--- config.mk ---
export PLATFORM = sky130hd
export DESIGN_NAME = pdim_regs
export DESIGN_NICKNAME = d
export VERILOG_FILES = /design/src/include/pdim_pkg.sv /design/src/hdl/pdim_los_monitor.sv /design/src/hdl/pdim_regs.sv
export SDC_FILE = /design/constraint.sdc
export NUM_CORES = 1
export LEC_CHECK = 0
export BUFFER_PORTS_ARGS = -buffer_cell sky130_fd_sc_hd__buf_2
export CAP_MARGIN = 15
export CORE_MARGIN = 10
export CORE_UTILIZATION = 60
export CTS_BUF_LIST = sky130_fd_sc_hd__clkbuf_16
export CTS_CLUSTER_DIAMETER = 30
export DETAILED_ROUTE_END_ITERATION = 8
export PLACE_DENSITY = 0.8
export SLEW_MARGIN = 25
export SYNTH_ARGS = -nofsm -noshare
export SYNTH_HDL_FRONTEND = slang
export SYNTH_SLANG_ARGS = --single-unit
--- constraint.sdc ---
create_clock -name clk -period 5.2 [get_ports clk]
set_clock_uncertainty 0.1 [all_clocks]
set_input_delay 0.78 -clock clk [delete_from_list [all_inputs] [get_ports clk]]
set_output_delay 0.78 -clock clk [all_outputs]
set_load 0.005 [all_outputs]
--- src/include/pdim_pkg.sv ---
// pdim_pkg: offsets, field positions, reset values and widths for the
// power-down and input-monitor register bank; assumes 8-bit register access.
package pdim_pkg;
  // register offsets
  localparam logic [7:0] INPUT_REFERENCE_DISABLE_OFS = 8'hb5;
  localparam logic [7:0] OUTPUT_DRIVER_DISABLE_OFS = 8'hb7;
  localparam logic [7:0] PLL_BLOCK_DISABLE_OFS = 8'hb8;
  localparam logic [7:0] INPUT0_LOS_COUNT_HIGH_OFS = 8'hb9;
  localparam logic [7:0] INPUT0_LOS_COUNT_MID_OFS = 8'hba;
  localparam logic [7:0] INPUT0_LOS_COUNT_LOW_OFS = 8'hbb;
  localparam logic [7:0] INPUT1_LOS_COUNT_HIGH_OFS = 8'hbc;
  localparam logic [7:0] INPUT1_LOS_COUNT_MID_OFS = 8'hbd;
  localparam logic [7:0] INPUT1_LOS_COUNT_LOW_OFS = 8'hbe;
  // field positions
  localparam int INPUT_REF_OFF0_BIT = 0;
  localparam int INPUT_REF_OFF1_BIT = 1;
  localparam int ANALOG_CAL_RESET_BIT = 0;
  localparam int DIGITAL_LOOP_OFF_BIT = 2;
  // widths and reset values
  localparam int LOS_COUNT_W = 17;
  localparam int NUM_INPUTS = 2;
  localparam int NUM_OUTPUTS = 8;
  localparam logic [7:0] REG_RESET = 8'h00;
  localparam logic [16:0] LOS_COUNT_RESET = 17'h1ffff;
  localparam logic [16:0] LOS_COUNT_MIN = 17'h00003;
  // monitor states
  typedef enum logic [2:0]
  {
    PDIM_IDLE = 3'b001,
    PDIM_WATCH = 3'b010,
    PDIM_MISSED = 3'b100
  } pdim_mon_state_t;
endpackage

--- src/hdl/pdim_los_monitor.sv ---
// pdim_los_monitor: one input reference loss-of-signal watcher.
// assumes refEdge is a one-cycle pulse already synchronised to clk.
`timescale 1ns/1ps
module pdim_los_monitor
  import pdim_pkg::*;
(
  input wire logic clk,
  input wire logic rst_n,
  input wire logic monTick,
  input wire logic enable,
  input wire logic refEdge,
  input wire logic [LOS_COUNT_W-1:0] periodCount,
  output logic missed
);
  pdim_mon_state_t state_q, state_d;
  logic [LOS_COUNT_W-1:0] cnt_q, cnt_d;

  // count monitor periods since last edge
  always_comb
  begin
    state_d = state_q;
    cnt_d = cnt_q;
    case (state_q)
      PDIM_IDLE:
      begin
        cnt_d = '0;
        if (enable)
          state_d = PDIM_WATCH;
      end
      PDIM_WATCH, PDIM_MISSED:
      begin
        if (!enable)
        begin
          state_d = PDIM_IDLE;
          cnt_d = '0;
        end
        else if (refEdge)
        begin
          state_d = PDIM_WATCH;
          cnt_d = '0;
        end
        else if (monTick && state_q == PDIM_WATCH)
        begin
          cnt_d = cnt_q + 17'h00001;
          if (cnt_d >= periodCount)
            state_d = PDIM_MISSED;
        end
      end
      default:
      begin
        state_d = PDIM_IDLE;
        cnt_d = '0;
      end
    endcase
  end

  // state registers
  always_ff @(posedge clk)
  begin
    if (!rst_n)
    begin
      state_q <= PDIM_IDLE;
      cnt_q <= '0;
    end
    else
    begin
      state_q <= state_d;
      cnt_q <= cnt_d;
    end
  end

  assign missed = (state_q == PDIM_MISSED);

  a_alarm_after_count: assert property (@(posedge clk) disable iff (!rst_n)
    (state_q == PDIM_WATCH && enable && !refEdge && monTick && cnt_q + 17'h1 >= periodCount)
    |=> missed)
    else $error("alarm not raised at count expiry");
  a_edge_clears_alarm: assert property (@(posedge clk) disable iff (!rst_n)
    (enable && refEdge) |=> !missed && cnt_q == '0)
    else $error("edge did not clear monitor");
  c_missed: cover property (@(posedge clk) disable iff (!rst_n) $rose(missed));
endmodule

--- src/hdl/pdim_regs.sv ---
// pdim_regs: power-down and input-monitor register bank with LOS watchers.
// assumes a serial-port front end giving one-cycle byte read/write strobes
// on clk; reference clock edges and monitor tick arrive from other domains.
`timescale 1ns/1ps
// Functional notes
// - 17-bit missing-edge period count per input
// - expired count declares reference missed, soft alarm
// - digital loop off resets zero, one disables
// - reserved bit reads undefined, return zero here
module pdim_regs
  import pdim_pkg::*;
#(
  parameter int NOUT = NUM_OUTPUTS
)
(
  input wire logic clk,
  input wire logic rst_n,
  input wire logic regWrite,
  input wire logic regRead,
  input wire logic [7:0] regAddr,
  input wire logic [7:0] regWdata,
  output logic [7:0] regRdata,
  output logic regAck,
  input wire logic monTickPin,
  input wire logic [NUM_INPUTS-1:0] refPin,
  output logic [NUM_INPUTS-1:0] inputRefOff,
  output logic [NOUT-1:0] outputOff,
  output logic [NOUT-1:0] outputDrvEn,
  output logic digitalLoopOff,
  output logic analogCalReset,
  output logic [NUM_INPUTS-1:0] softAlarm
);
  logic [NUM_INPUTS-1:0] inOff_q, inOff_d;
  logic [NOUT-1:0] outOff_q, outOff_d;
  logic loopOff_q, loopOff_d;
  logic analog_cal_reset_q, analog_cal_reset_d;
  logic [LOS_COUNT_W-1:0] losCnt_q [NUM_INPUTS];
  logic [LOS_COUNT_W-1:0] losCnt_d [NUM_INPUTS];
  logic [7:0] rdata_q, rdata_d;
  logic ack_q, ack_d;
  logic [NUM_INPUTS:0] pinMeta_q, pinSync_q, pinLast_q;
  logic [NUM_INPUTS-1:0] refEdge;
  logic monTick;

  // high/mid/low byte of a LOS count for offset match
  function automatic logic [1:0] los_slot(input logic [7:0] a, input logic [7:0] hi);
    if (a == hi)
      los_slot = 2'h2;
    else if (a == hi + 8'h01)
      los_slot = 2'h1;
    else if (a == hi + 8'h02)
      los_slot = 2'h0;
    else
      los_slot = 2'h3;
  endfunction

  function automatic logic [7:0] los_hi(input int idx);
    los_hi = (idx == 0) ? INPUT0_LOS_COUNT_HIGH_OFS : INPUT1_LOS_COUNT_HIGH_OFS;
  endfunction

  // register writes and reads
  always_comb
  begin
    inOff_d = inOff_q;
    outOff_d = outOff_q;
    loopOff_d = loopOff_q;
    analog_cal_reset_d = analog_cal_reset_q;
    losCnt_d = losCnt_q;
    rdata_d = rdata_q;
    ack_d = regWrite | regRead;
    if (regWrite)
    begin
      case (regAddr)
        INPUT_REFERENCE_DISABLE_OFS:
          inOff_d = {regWdata[INPUT_REF_OFF1_BIT], regWdata[INPUT_REF_OFF0_BIT]};
        OUTPUT_DRIVER_DISABLE_OFS:
          outOff_d = regWdata[NOUT-1:0];
        PLL_BLOCK_DISABLE_OFS:
        begin
          loopOff_d = regWdata[DIGITAL_LOOP_OFF_BIT];
          analog_cal_reset_d = regWdata[ANALOG_CAL_RESET_BIT];
        end
        default:
          ;
      endcase
      for (int i = 0; i < NUM_INPUTS; i++)
      begin
        case (los_slot(regAddr, los_hi(i)))
          2'h2: losCnt_d[i][16] = regWdata[0];
          2'h1: losCnt_d[i][15:8] = regWdata;
          2'h0: losCnt_d[i][7:0] = regWdata;
          default:
            ;
        endcase
      end
    end
    if (regRead)
    begin
      // reserved bits read as zero
      case (regAddr)
        INPUT_REFERENCE_DISABLE_OFS: rdata_d = {6'h00, inOff_q};
        OUTPUT_DRIVER_DISABLE_OFS: rdata_d = 8'(outOff_q);
        PLL_BLOCK_DISABLE_OFS: rdata_d = {5'h00, loopOff_q, 1'b0, analog_cal_reset_q};
        default: rdata_d = REG_RESET;
      endcase
      for (int i = 0; i < NUM_INPUTS; i++)
      begin
        case (los_slot(regAddr, los_hi(i)))
          2'h2: rdata_d = {7'h00, losCnt_q[i][16]};
          2'h1: rdata_d = losCnt_q[i][15:8];
          2'h0: rdata_d = losCnt_q[i][7:0];
          default:
            ;
        endcase
      end
    end
  end

  // register state
  always_ff @(posedge clk)
  begin
    if (!rst_n)
    begin
      inOff_q <= '0;
      outOff_q <= '0;
      loopOff_q <= 1'b0;
      analog_cal_reset_q <= 1'b0;
      for (int i = 0; i < NUM_INPUTS; i++)
        losCnt_q[i] <= LOS_COUNT_RESET;
      rdata_q <= REG_RESET;
      ack_q <= 1'b0;
    end
    else
    begin
      inOff_q <= inOff_d;
      outOff_q <= outOff_d;
      loopOff_q <= loopOff_d;
      analog_cal_reset_q <= analog_cal_reset_d;
      losCnt_q <= losCnt_d;
      rdata_q <= rdata_d;
      ack_q <= ack_d;
    end
  end

  // two-flop sync of reference pins and monitor tick, then edge detect
  always_ff @(posedge clk)
  begin
    if (!rst_n)
    begin
      pinMeta_q <= '0;
      pinSync_q <= '0;
      pinLast_q <= '0;
    end
    else
    begin
      pinMeta_q <= {monTickPin, refPin};
      pinSync_q <= pinMeta_q;
      pinLast_q <= pinSync_q;
    end
  end

  assign refEdge = pinSync_q[NUM_INPUTS-1:0] & ~pinLast_q[NUM_INPUTS-1:0];
  assign monTick = pinSync_q[NUM_INPUTS] & ~pinLast_q[NUM_INPUTS];

  // one watcher per input reference
  for (genvar g = 0; g < NUM_INPUTS; g++)
  begin : g_mon
    pdim_los_monitor u_mon
    (
      .clk(clk),
      .rst_n(rst_n),
      .monTick(monTick),
      .enable(!inOff_q[g]),
      .refEdge(refEdge[g]),
      .periodCount(losCnt_q[g]),
      .missed(softAlarm[g])
    );
  end

  // control outputs
  assign regRdata = rdata_q;
  assign regAck = ack_q;
  assign inputRefOff = inOff_q;
  assign outputOff = outOff_q;
  assign outputDrvEn = ~outOff_q;
  assign digitalLoopOff = loopOff_q;
  assign analogCalReset = analog_cal_reset_q;

  a_loop_off_write: assert property (@(posedge clk) disable iff (!rst_n)
    (regWrite && regAddr == PLL_BLOCK_DISABLE_OFS) |=>
    digitalLoopOff == $past(regWdata[DIGITAL_LOOP_OFF_BIT]))
    else $error("digital loop off not written");
  a_loop_off_reset: assert property (@(posedge clk)
    $past(!rst_n) |-> !digitalLoopOff)
    else $error("digital loop off not zero after reset");
  a_output_tristate: assert property (@(posedge clk) disable iff (!rst_n)
    (regWrite && regAddr == OUTPUT_DRIVER_DISABLE_OFS) |=>
    outputDrvEn == ~$past(regWdata[NOUT-1:0]))
    else $error("output driver enable mismatch");
  a_los_low_write: assert property (@(posedge clk) disable iff (!rst_n)
    (regWrite && regAddr == INPUT0_LOS_COUNT_LOW_OFS) |=>
    losCnt_q[0][7:0] == $past(regWdata))
    else $error("los count low byte not stored");
  a_los_high_read: assert property (@(posedge clk) disable iff (!rst_n)
    (regRead && regAddr == INPUT1_LOS_COUNT_HIGH_OFS) |=>
    regRdata == {7'h00, $past(losCnt_q[1][16])} && regAck)
    else $error("los high byte read wrong");
  a_off_no_alarm: assert property (@(posedge clk) disable iff (!rst_n)
    inOff_q[0] ##1 inOff_q[0] |-> !softAlarm[0])
    else $error("alarm on disabled input");
  c_out_off: cover property (@(posedge clk) disable iff (!rst_n) outputOff != '0);
  c_loop_off: cover property (@(posedge clk) disable iff (!rst_n) $rose(digitalLoopOff));
  c_alarm1: cover property (@(posedge clk) disable iff (!rst_n) $rose(softAlarm[1]));
endmodule

==> results of run 1 <==
==> worst max-delay path, stage by stage, from the launching register on <==
cell and delay, ns:
sky130_fd_sc_hd__dfxtp_1 0.41, sky130_fd_sc_hd__ha_1 0.25, sky130_fd_sc_hd__nand3_2 0.13, sky130_fd_sc_hd__or2_1 0.34, sky130_fd_sc_hd__or3_4 0.42, sky130_fd_sc_hd__nor2_1 0.12
sky130_fd_sc_hd__xor2_1 0.08, sky130_fd_sc_hd__ha_1 0.32, sky130_fd_sc_hd__nand4_1 0.18, sky130_fd_sc_hd__or3_1 0.41, sky130_fd_sc_hd__o211ai_1 0.16, sky130_fd_sc_hd__o21ai_0 0.12
==> where the power goes <==
part / total, uW / switching (uW) / leakage [uW] / internal (uW)
registers: 829 / 17.7 / 0.000843 / 812
logic: 125 / 82.2 / 0.00173 / 42.5
clock network: 763 / 296 / 0.000163 / 467
total: 1720 / 396 / 0.00273 / 1320
==> per-layer routing <==
layer | wire (um) | share of wire | global-route usage
met1 | 6740 | 0.47 | 0.257
met3 | 820 | 0.057 | 0.0547
met5 | 0 | 0 | 0
met4 | 223 | 0.015 | 0.0603
met2 | 6610 | 0.46 | 0.334
==> cell families (layout without fill, tap and decap cells) <==
| kind of cell | Yosys count | after routing |
|---|---|---|
| AND/OR/NAND/NOR | 264 | 264 |
| AO/OA/AOI/OAI | 150 | 150 |
| flip-flops | 104 | 104 |
| buffers and inverters | 86 | 115 |
| XOR/XNOR | 58 | 58 |
| adder cells (fa/ha/maj) | 36 | 36 |
| multiplexers | 15 | 15 |
==> through the flow <==
step | cells | utilization | total power, uW | hold slack (ns) | area [um2]
after floorplan | 713 | - | 924 | 0.312 | 5790
after CTS | 871 | 0.686 | 1720 | 0.338 | 6390
after global placement | 856 | 0.649 | 960 | 0.317 | 6050
after global routing | 871 | 0.686 | 1770 | 0.361 | 6390
after detailed placement | 856 | 0.650 | 968 | 0.323 | 6060
final | 871 | 0.686 | 1720 | 0.334 | 6390
==> state kept, by name, summed over array words and instances (netlist names) <==
signal	count
g_mon.u_mon.state_q	6
outputOff	8
pinMeta_q	3
digitalLoopOff	1
pinLast_q	3
inputRefOff	2
pinSync_q	3
regRdata	8
regAck	1
analogCalReset	1
g_mon.u_mon.cnt_q	34
losCnt_q	34
==> synthesized netlist by cell type, types with 4 or more instances <==
| library cell | count | area share |
|---|---|---|
| sky130_fd_sc_hd__a31oi_1 | 7 | 0.0076 |
| sky130_fd_sc_hd__nor3_1 | 14 | 0.012 |
| sky130_fd_sc_hd__clkbuf_1 | 32 | 0.021 |
| sky130_fd_sc_hd__o21ai_0 | 36 | 0.031 |
| sky130_fd_sc_hd__ha_1 | 36 | 0.078 |
| sky130_fd_sc_hd__nor4_1 | 6 | 0.0065 |
| sky130_fd_sc_hd__mux2i_1 | 14 | 0.024 |
| sky130_fd_sc_hd__a21o_1 | 6 | 0.0078 |
| sky130_fd_sc_hd__or3_1 | 5 | 0.0054 |
| sky130_fd_sc_hd__nor2b_1 | 24 | 0.026 |
| sky130_fd_sc_hd__and2_1 | 16 | 0.017 |
| sky130_fd_sc_hd__nand2_1 | 84 | 0.054 |
| sky130_fd_sc_hd__inv_1 | 46 | 0.030 |
| sky130_fd_sc_hd__a21oi_1 | 33 | 0.029 |
| sky130_fd_sc_hd__nand3_1 | 23 | 0.020 |
| sky130_fd_sc_hd__nor2_1 | 54 | 0.035 |
| sky130_fd_sc_hd__o211ai_1 | 37 | 0.048 |
| sky130_fd_sc_hd__xnor2_1 | 36 | 0.054 |
| sky130_fd_sc_hd__dfxtp_1 | 104 | 0.36 |
| sky130_fd_sc_hd__and3_1 | 7 | 0.0076 |
| sky130_fd_sc_hd__a22oi_1 | 5 | 0.0065 |
| sky130_fd_sc_hd__buf_2 | 5 | 0.0043 |
| sky130_fd_sc_hd__nand4_1 | 10 | 0.011 |
| sky130_fd_sc_hd__xor2_1 | 22 | 0.033 |
| sky130_fd_sc_hd__and4_1 | 4 | 0.0061 |
==> final cells by class <==
cell class,instances,area [um2],area share
clock inverters,6,108,0.0168
flip-flops and latches,104,2080,0.326
multi-input cells,523,3370,0.527
clock buffers,9,225,0.0352
repair buffers,54,273,0.0427
inverters,46,173,0.0270
well taps,129,161,0.0252
==> path summary, 6_finish.rpt <==
kind                                        start                                     end  slack (ns)  depth (start not counted)
max          g_mon[0].u_mon.cnt_q[0]$_SDFFE_PP0P_  g_mon[0].u_mon.state_q[1]$_SDFFE_PN0P_        2.04                         11
min                       pinMeta_q[1]$_SDFF_PN0_                 pinSync_q[1]$_SDFF_PN0_        0.33                          1
max reg2reg  g_mon[0].u_mon.cnt_q[0]$_SDFFE_PP0P_  g_mon[0].u_mon.state_q[1]$_SDFFE_PN0P_        2.04                         11
min reg2reg               pinMeta_q[1]$_SDFF_PN0_                 pinSync_q[1]$_SDFF_PN0_        0.33                          1
==> out/summary.txt, run 1 <==
CTS sink cnt - 104
antenna violations before repair - 0
die boundary width - 118 um
headroom to the max-slew limit - 0.374
port bufs - 53
most frequent standard cell in the layout excluding fill and tap cells - sky130_fd_sc_hd__dfxtp_1
number of synthesized register bits - 104
worst path required time - 5.32 ns
number of nets in the finished design - 797
maximum number of pins on one net before global-route repair - 45
fraction of final layout cells sized beyond drive strength 1 - 0.101
GRT Total Usage - 0.204
via density per instance - 5.70
Worst Setup End Kind - flop
Synth Flop Type - sky130_fd_sc_hd__dfxtp_1
post-synthesis cell area - 5790 um2
number of global-route vias before repair - 4,777
number of distinct library cells after synthesis - 53
Post-CTS Setup Repair Bufs - 0
PostCTS Resize Cnt - 0
Compound-Gate Fraction of Synth Area - 0.165
largest family of logic cells by synthesized area - simple AND/OR/NAND/NOR gates
H-tree Lvls - 3
total die area - 14,000 um2
number of maximum-capacitance violations - 0
CTS Buffer Depth - 2
leakage power figure - 0.00273 uW
highest clock frequency the design can meet - 0.316 GHz
Max FO, Critical Path - 6
commonest cells after routing, fill and taps aside - sky130_fd_sc_hd__dfxtp_1 (104), sky130_fd_sc_hd__nand2_1 (84), sky130_fd_sc_hd__nor2_1 (54)
antenna cells - 0
IO Count - 54
final number of setup-violating endpoints - 0
multiplexer fraction of the synthesized cell area - 0.0262
first drt pass iteration count - 5
Post-CTS Hold Fix Bufs - 0
wire per inst - 16.5 um
number of nets still failing antenna checks after routing - 0
Period Utilization, post-route - 0.608
routability cong. - 0.944
overflow left after global routing - 0
worst hold path type - reg -> reg
clock tree root driver cell - sky130_fd_sc_hd__clkbuf_16
Slew Limit Fails - 0
number of hold violations in the final report - 0
simple-gate share of the synthesized area - 0.224
xor/xnor cell area share of the yosys netlist - 0.0877
Area Growth Syn to Fin - 10.5%
Fill cells - 766
worst supply voltage drop on vdd - 253 uV
Setup TNS Final - 0 ns
EDFF count, synth - 0
starting DRC count in detailed routing - 497
WP data arrival - 3.28 ns
Warnings, synthesis - 0
unrepaired setup endpoints after global routing - no
post-synthesis instance total - 713
area of the placeable core - 9330 um2
post-route DRC violation count - 0
Worst Max-Slew Pin Slew - 0.936 ns
type of the worst setup path - reg -> reg
worst slack at placement - 2.05 ns
wire length of the first global-routing pass - 23.8 mm
Final WS setup - 2.04 ns
clock period minus final worst setup slack - 3.16 ns
Starting Density - 0.621
TritonCTS clock tree - done
power per unit of standard cell area - 269 nW/um2
clock latency of the later-clocked register in the worst-skew pair - 0.35 ns
via count - 4,963
post-synthesis share of cell area spent on full adders, half adders and majority gates - 0.0778
cts bufs inserted - 9
DP HPWL - 10.8 mm
Post-Syn Nets - 772
Die Ht - 118 um
average footprint of a synthesized cell - 8.12 um2
cell row count - 35
result of the run - finished, final reports clean
Post-synth ARST share - 0
post-synthesis sequential area ratio - 0.360
startpoint class of the critical path - flop
clock-pin slew on the worst setup and hold paths - 0.06 ns
Routed WL - 14.4 mm
Note: power is estimated with default switching activity, not from simulation.
==> run 2, diff against run 1 <==
- clock period: 5.2 -> 3.1 ns (I/O delays scaled with it)
==> run 2 against run 1 <==
- die area unchanged
- total power increased by 54%
- routed wire length is 0.83% higher
- global-route usage fell by 0.097 points
==> out/summary.txt, run 2 (same netlist as run 1, synthesis figures left out) <==
antenna violations before repair - 0
Post-CTS Hold Fix Bufs - 0
maximum number of pins on one net before global-route repair - 39
Max FO, Critical Path - 4
power per unit of standard cell area - 412 nW/um2
launch point of the worst path - g_mon[1].u_mon.cnt_q[1]$_SDFFE_PP0P_
number of cell instances on the worst register-to-register path - 11
cell row count - 35
worst path required time - 3.23 ns
Reg-to-Reg End - g_mon[1].u_mon.state_q[1]$_SDFFE_PN0P_
Placed Cells - 863
number of hold violations in the final report - 0
clock period minus final worst setup slack - 2.92 ns
Fill cells - 764
startpoint class of the critical path - flop
DP HPWL - 10.8 mm
Slew Limit Fails - 0
Period Utilization, post-route - 0.941
starting DRC count in detailed routing - 475
highest clock frequency the design can meet - 0.343 GHz
Critical Path End - g_mon[1].u_mon.state_q[1]$_SDFFE_PN0P_
routability cong. - 0.954
total power draw - 2640 uW
antenna cells - 0
post-layout instance count excluding filler cells - 878
headroom to the max-slew limit - 0.462
worst supply voltage drop on vdd - 239 uV
Starting Density - 0.621
via density per instance - 5.82
clock tree root driver cell - sky130_fd_sc_hd__clkbuf_16
post-route DRC violation count - 0
GRT Total Usage - 0.203
IO Count - 54
worst hold path type - in -> reg
worst flop-to-flop path startpoint - g_mon[1].u_mon.cnt_q[1]$_SDFFE_PP0P_
most frequent standard cell in the layout excluding fill and tap cells - sky130_fd_sc_hd__dfxtp_1
Routed WL - 14.5 mm
Setup TNS Final - 0 ns
wire length of the first global-routing pass - 24.0 mm
critical hold path startpoint - monTickPin
unrepaired setup endpoints after global routing - no
final number of setup-violating endpoints - 0
CTS sink cnt - 104
die boundary width - 118 um
clock-pin slew on the worst setup and hold paths - 0.07 ns
overflow left after global routing - 0
wire per inst - 16.5 um
number of nets in the finished design - 804
port bufs - 53
leakage power figure - 0.00272 uW
total die area - 14,000 um2
H-tree Lvls - 3
Final WS setup - 0.182 ns
slack of the worst reg-to-reg path - 0.18 ns
cts bufs inserted - 9
commonest cells after routing, fill and taps aside - sky130_fd_sc_hd__dfxtp_1 (101), sky130_fd_sc_hd__nand2_1 (84), sky130_fd_sc_hd__nor2_1 (54)
fraction of final layout cells sized beyond drive strength 1 - 0.115
leading registers by flop count - g_mon.u_mon.cnt_q: 34 flops, losCnt_q: 34 flops
worst slack at placement - 0.125 ns
TritonCTS clock tree - done
number of nets still failing antenna checks after routing - 0
Worst Setup End Kind - flop
via count - 5,107
area of placed instances - 6110 um2
Worst Max-Slew Pin Slew - 0.801 ns
type of the worst setup path - reg -> reg
number of maximum-capacitance violations - 0
result of the run - finished, final reports clean
number of global-route vias before repair - 4,964
first drt pass iteration count - 5
clock latency of the later-clocked register in the worst-skew pair - 0.35 ns
final cell area excluding filler cells - 6400 um2
Die Ht - 118 um
area of the placeable core - 9330 um2
CTS Buffer Depth - 2
Area Growth Syn to Fin - 10.5%
WP data arrival - 3.04 ns
run 2: cell types whose count changed in the layout (fill, tap and decap cells not counted), sizes merged:
cell      delta
bufinv       -3
clkinvlp     +3
buf          +7
run 2: layout make-up:
cell class / instances / area (um2) / share of cell area
inverter: 46 / 173 / 0.0270
multi-input combinational: 523 / 3390 / 0.530
clock inverter: 6 / 38.8 / 0.00606
clock buffer: 9 / 225 / 0.0352
sequential: 104 / 2090 / 0.326
timing repair buffer: 61 / 325 / 0.0509
tap: 129 / 161 / 0.0252
run 2: report_power, final:
| part | internal, uW | switching, uW | leakage (uW) |
|---|---|---|---|
| combinational | 71.4 | 134 | 0.00175 |
| sequential | 1360 | 28.0 | 0.000844 |
| clock | 536 | 505 | 0.000122 |
| total | 1970 | 667 | 0.00272 |
run 2: per-stage QoR:
| step | util | hold slack [ns] |
|---|---|---|
| 2_1_floorplan | - | 0.312 |
| 3_3_place_gp | 0.654 | 0.316 |
| 3_5_place_dp | 0.655 | 0.333 |
| 4_1_cts | 0.683 | 0.228 |
| 5_1_grt | 0.686 | 0.247 |
| 6_report | 0.686 | 0.228 |
run 2: how the worst min path moves through the flow:
stage / to / cells past startpoint
finish: pinMeta_q[2]$_SDFF_PN0_ / 2
global route: pinMeta_q[1]$_SDFF_PN0_ / 2
CTS: pinMeta_q[2]$_SDFF_PN0_ / 2
detailed placement: pinSync_q[1]$_SDFF_PN0_ / 1
global placement: pinSync_q[1]$_SDFF_PN0_ / 1
floorplan: pinSync_q[0]$_SDFF_PN0_ / 1
run 2: layer usage:
layer	GRT usage	vias to the layer above	routed length, um
met4	0.0804	0	352
met5	0	-	0
met3	0.0409	30	1030
li1	-	2538	-
met2	0.331	180	6680
met1	0.257	2359	6440
run 2: timing repair:
item,CTS,global route
gates resized for setup,0,7
endpoints found under the setup margin,0,4
buffers inserted,0,0
run 2: critical path, cell delays in order, from the launching register on:
cell	delay (ns)
sky130_fd_sc_hd__dfxtp_1	0.38
sky130_fd_sc_hd__ha_2	0.23
sky130_fd_sc_hd__and4_1	0.25
sky130_fd_sc_hd__and2_1	0.17
sky130_fd_sc_hd__nand4_1	0.15
sky130_fd_sc_hd__nor2_1	0.15
sky130_fd_sc_hd__xor2_1	0.08
sky130_fd_sc_hd__ha_1	0.29
sky130_fd_sc_hd__nand4_1	0.13
sky130_fd_sc_hd__or4_1	0.60
sky130_fd_sc_hd__o211ai_1	0.19
sky130_fd_sc_hd__o21ai_0	0.09
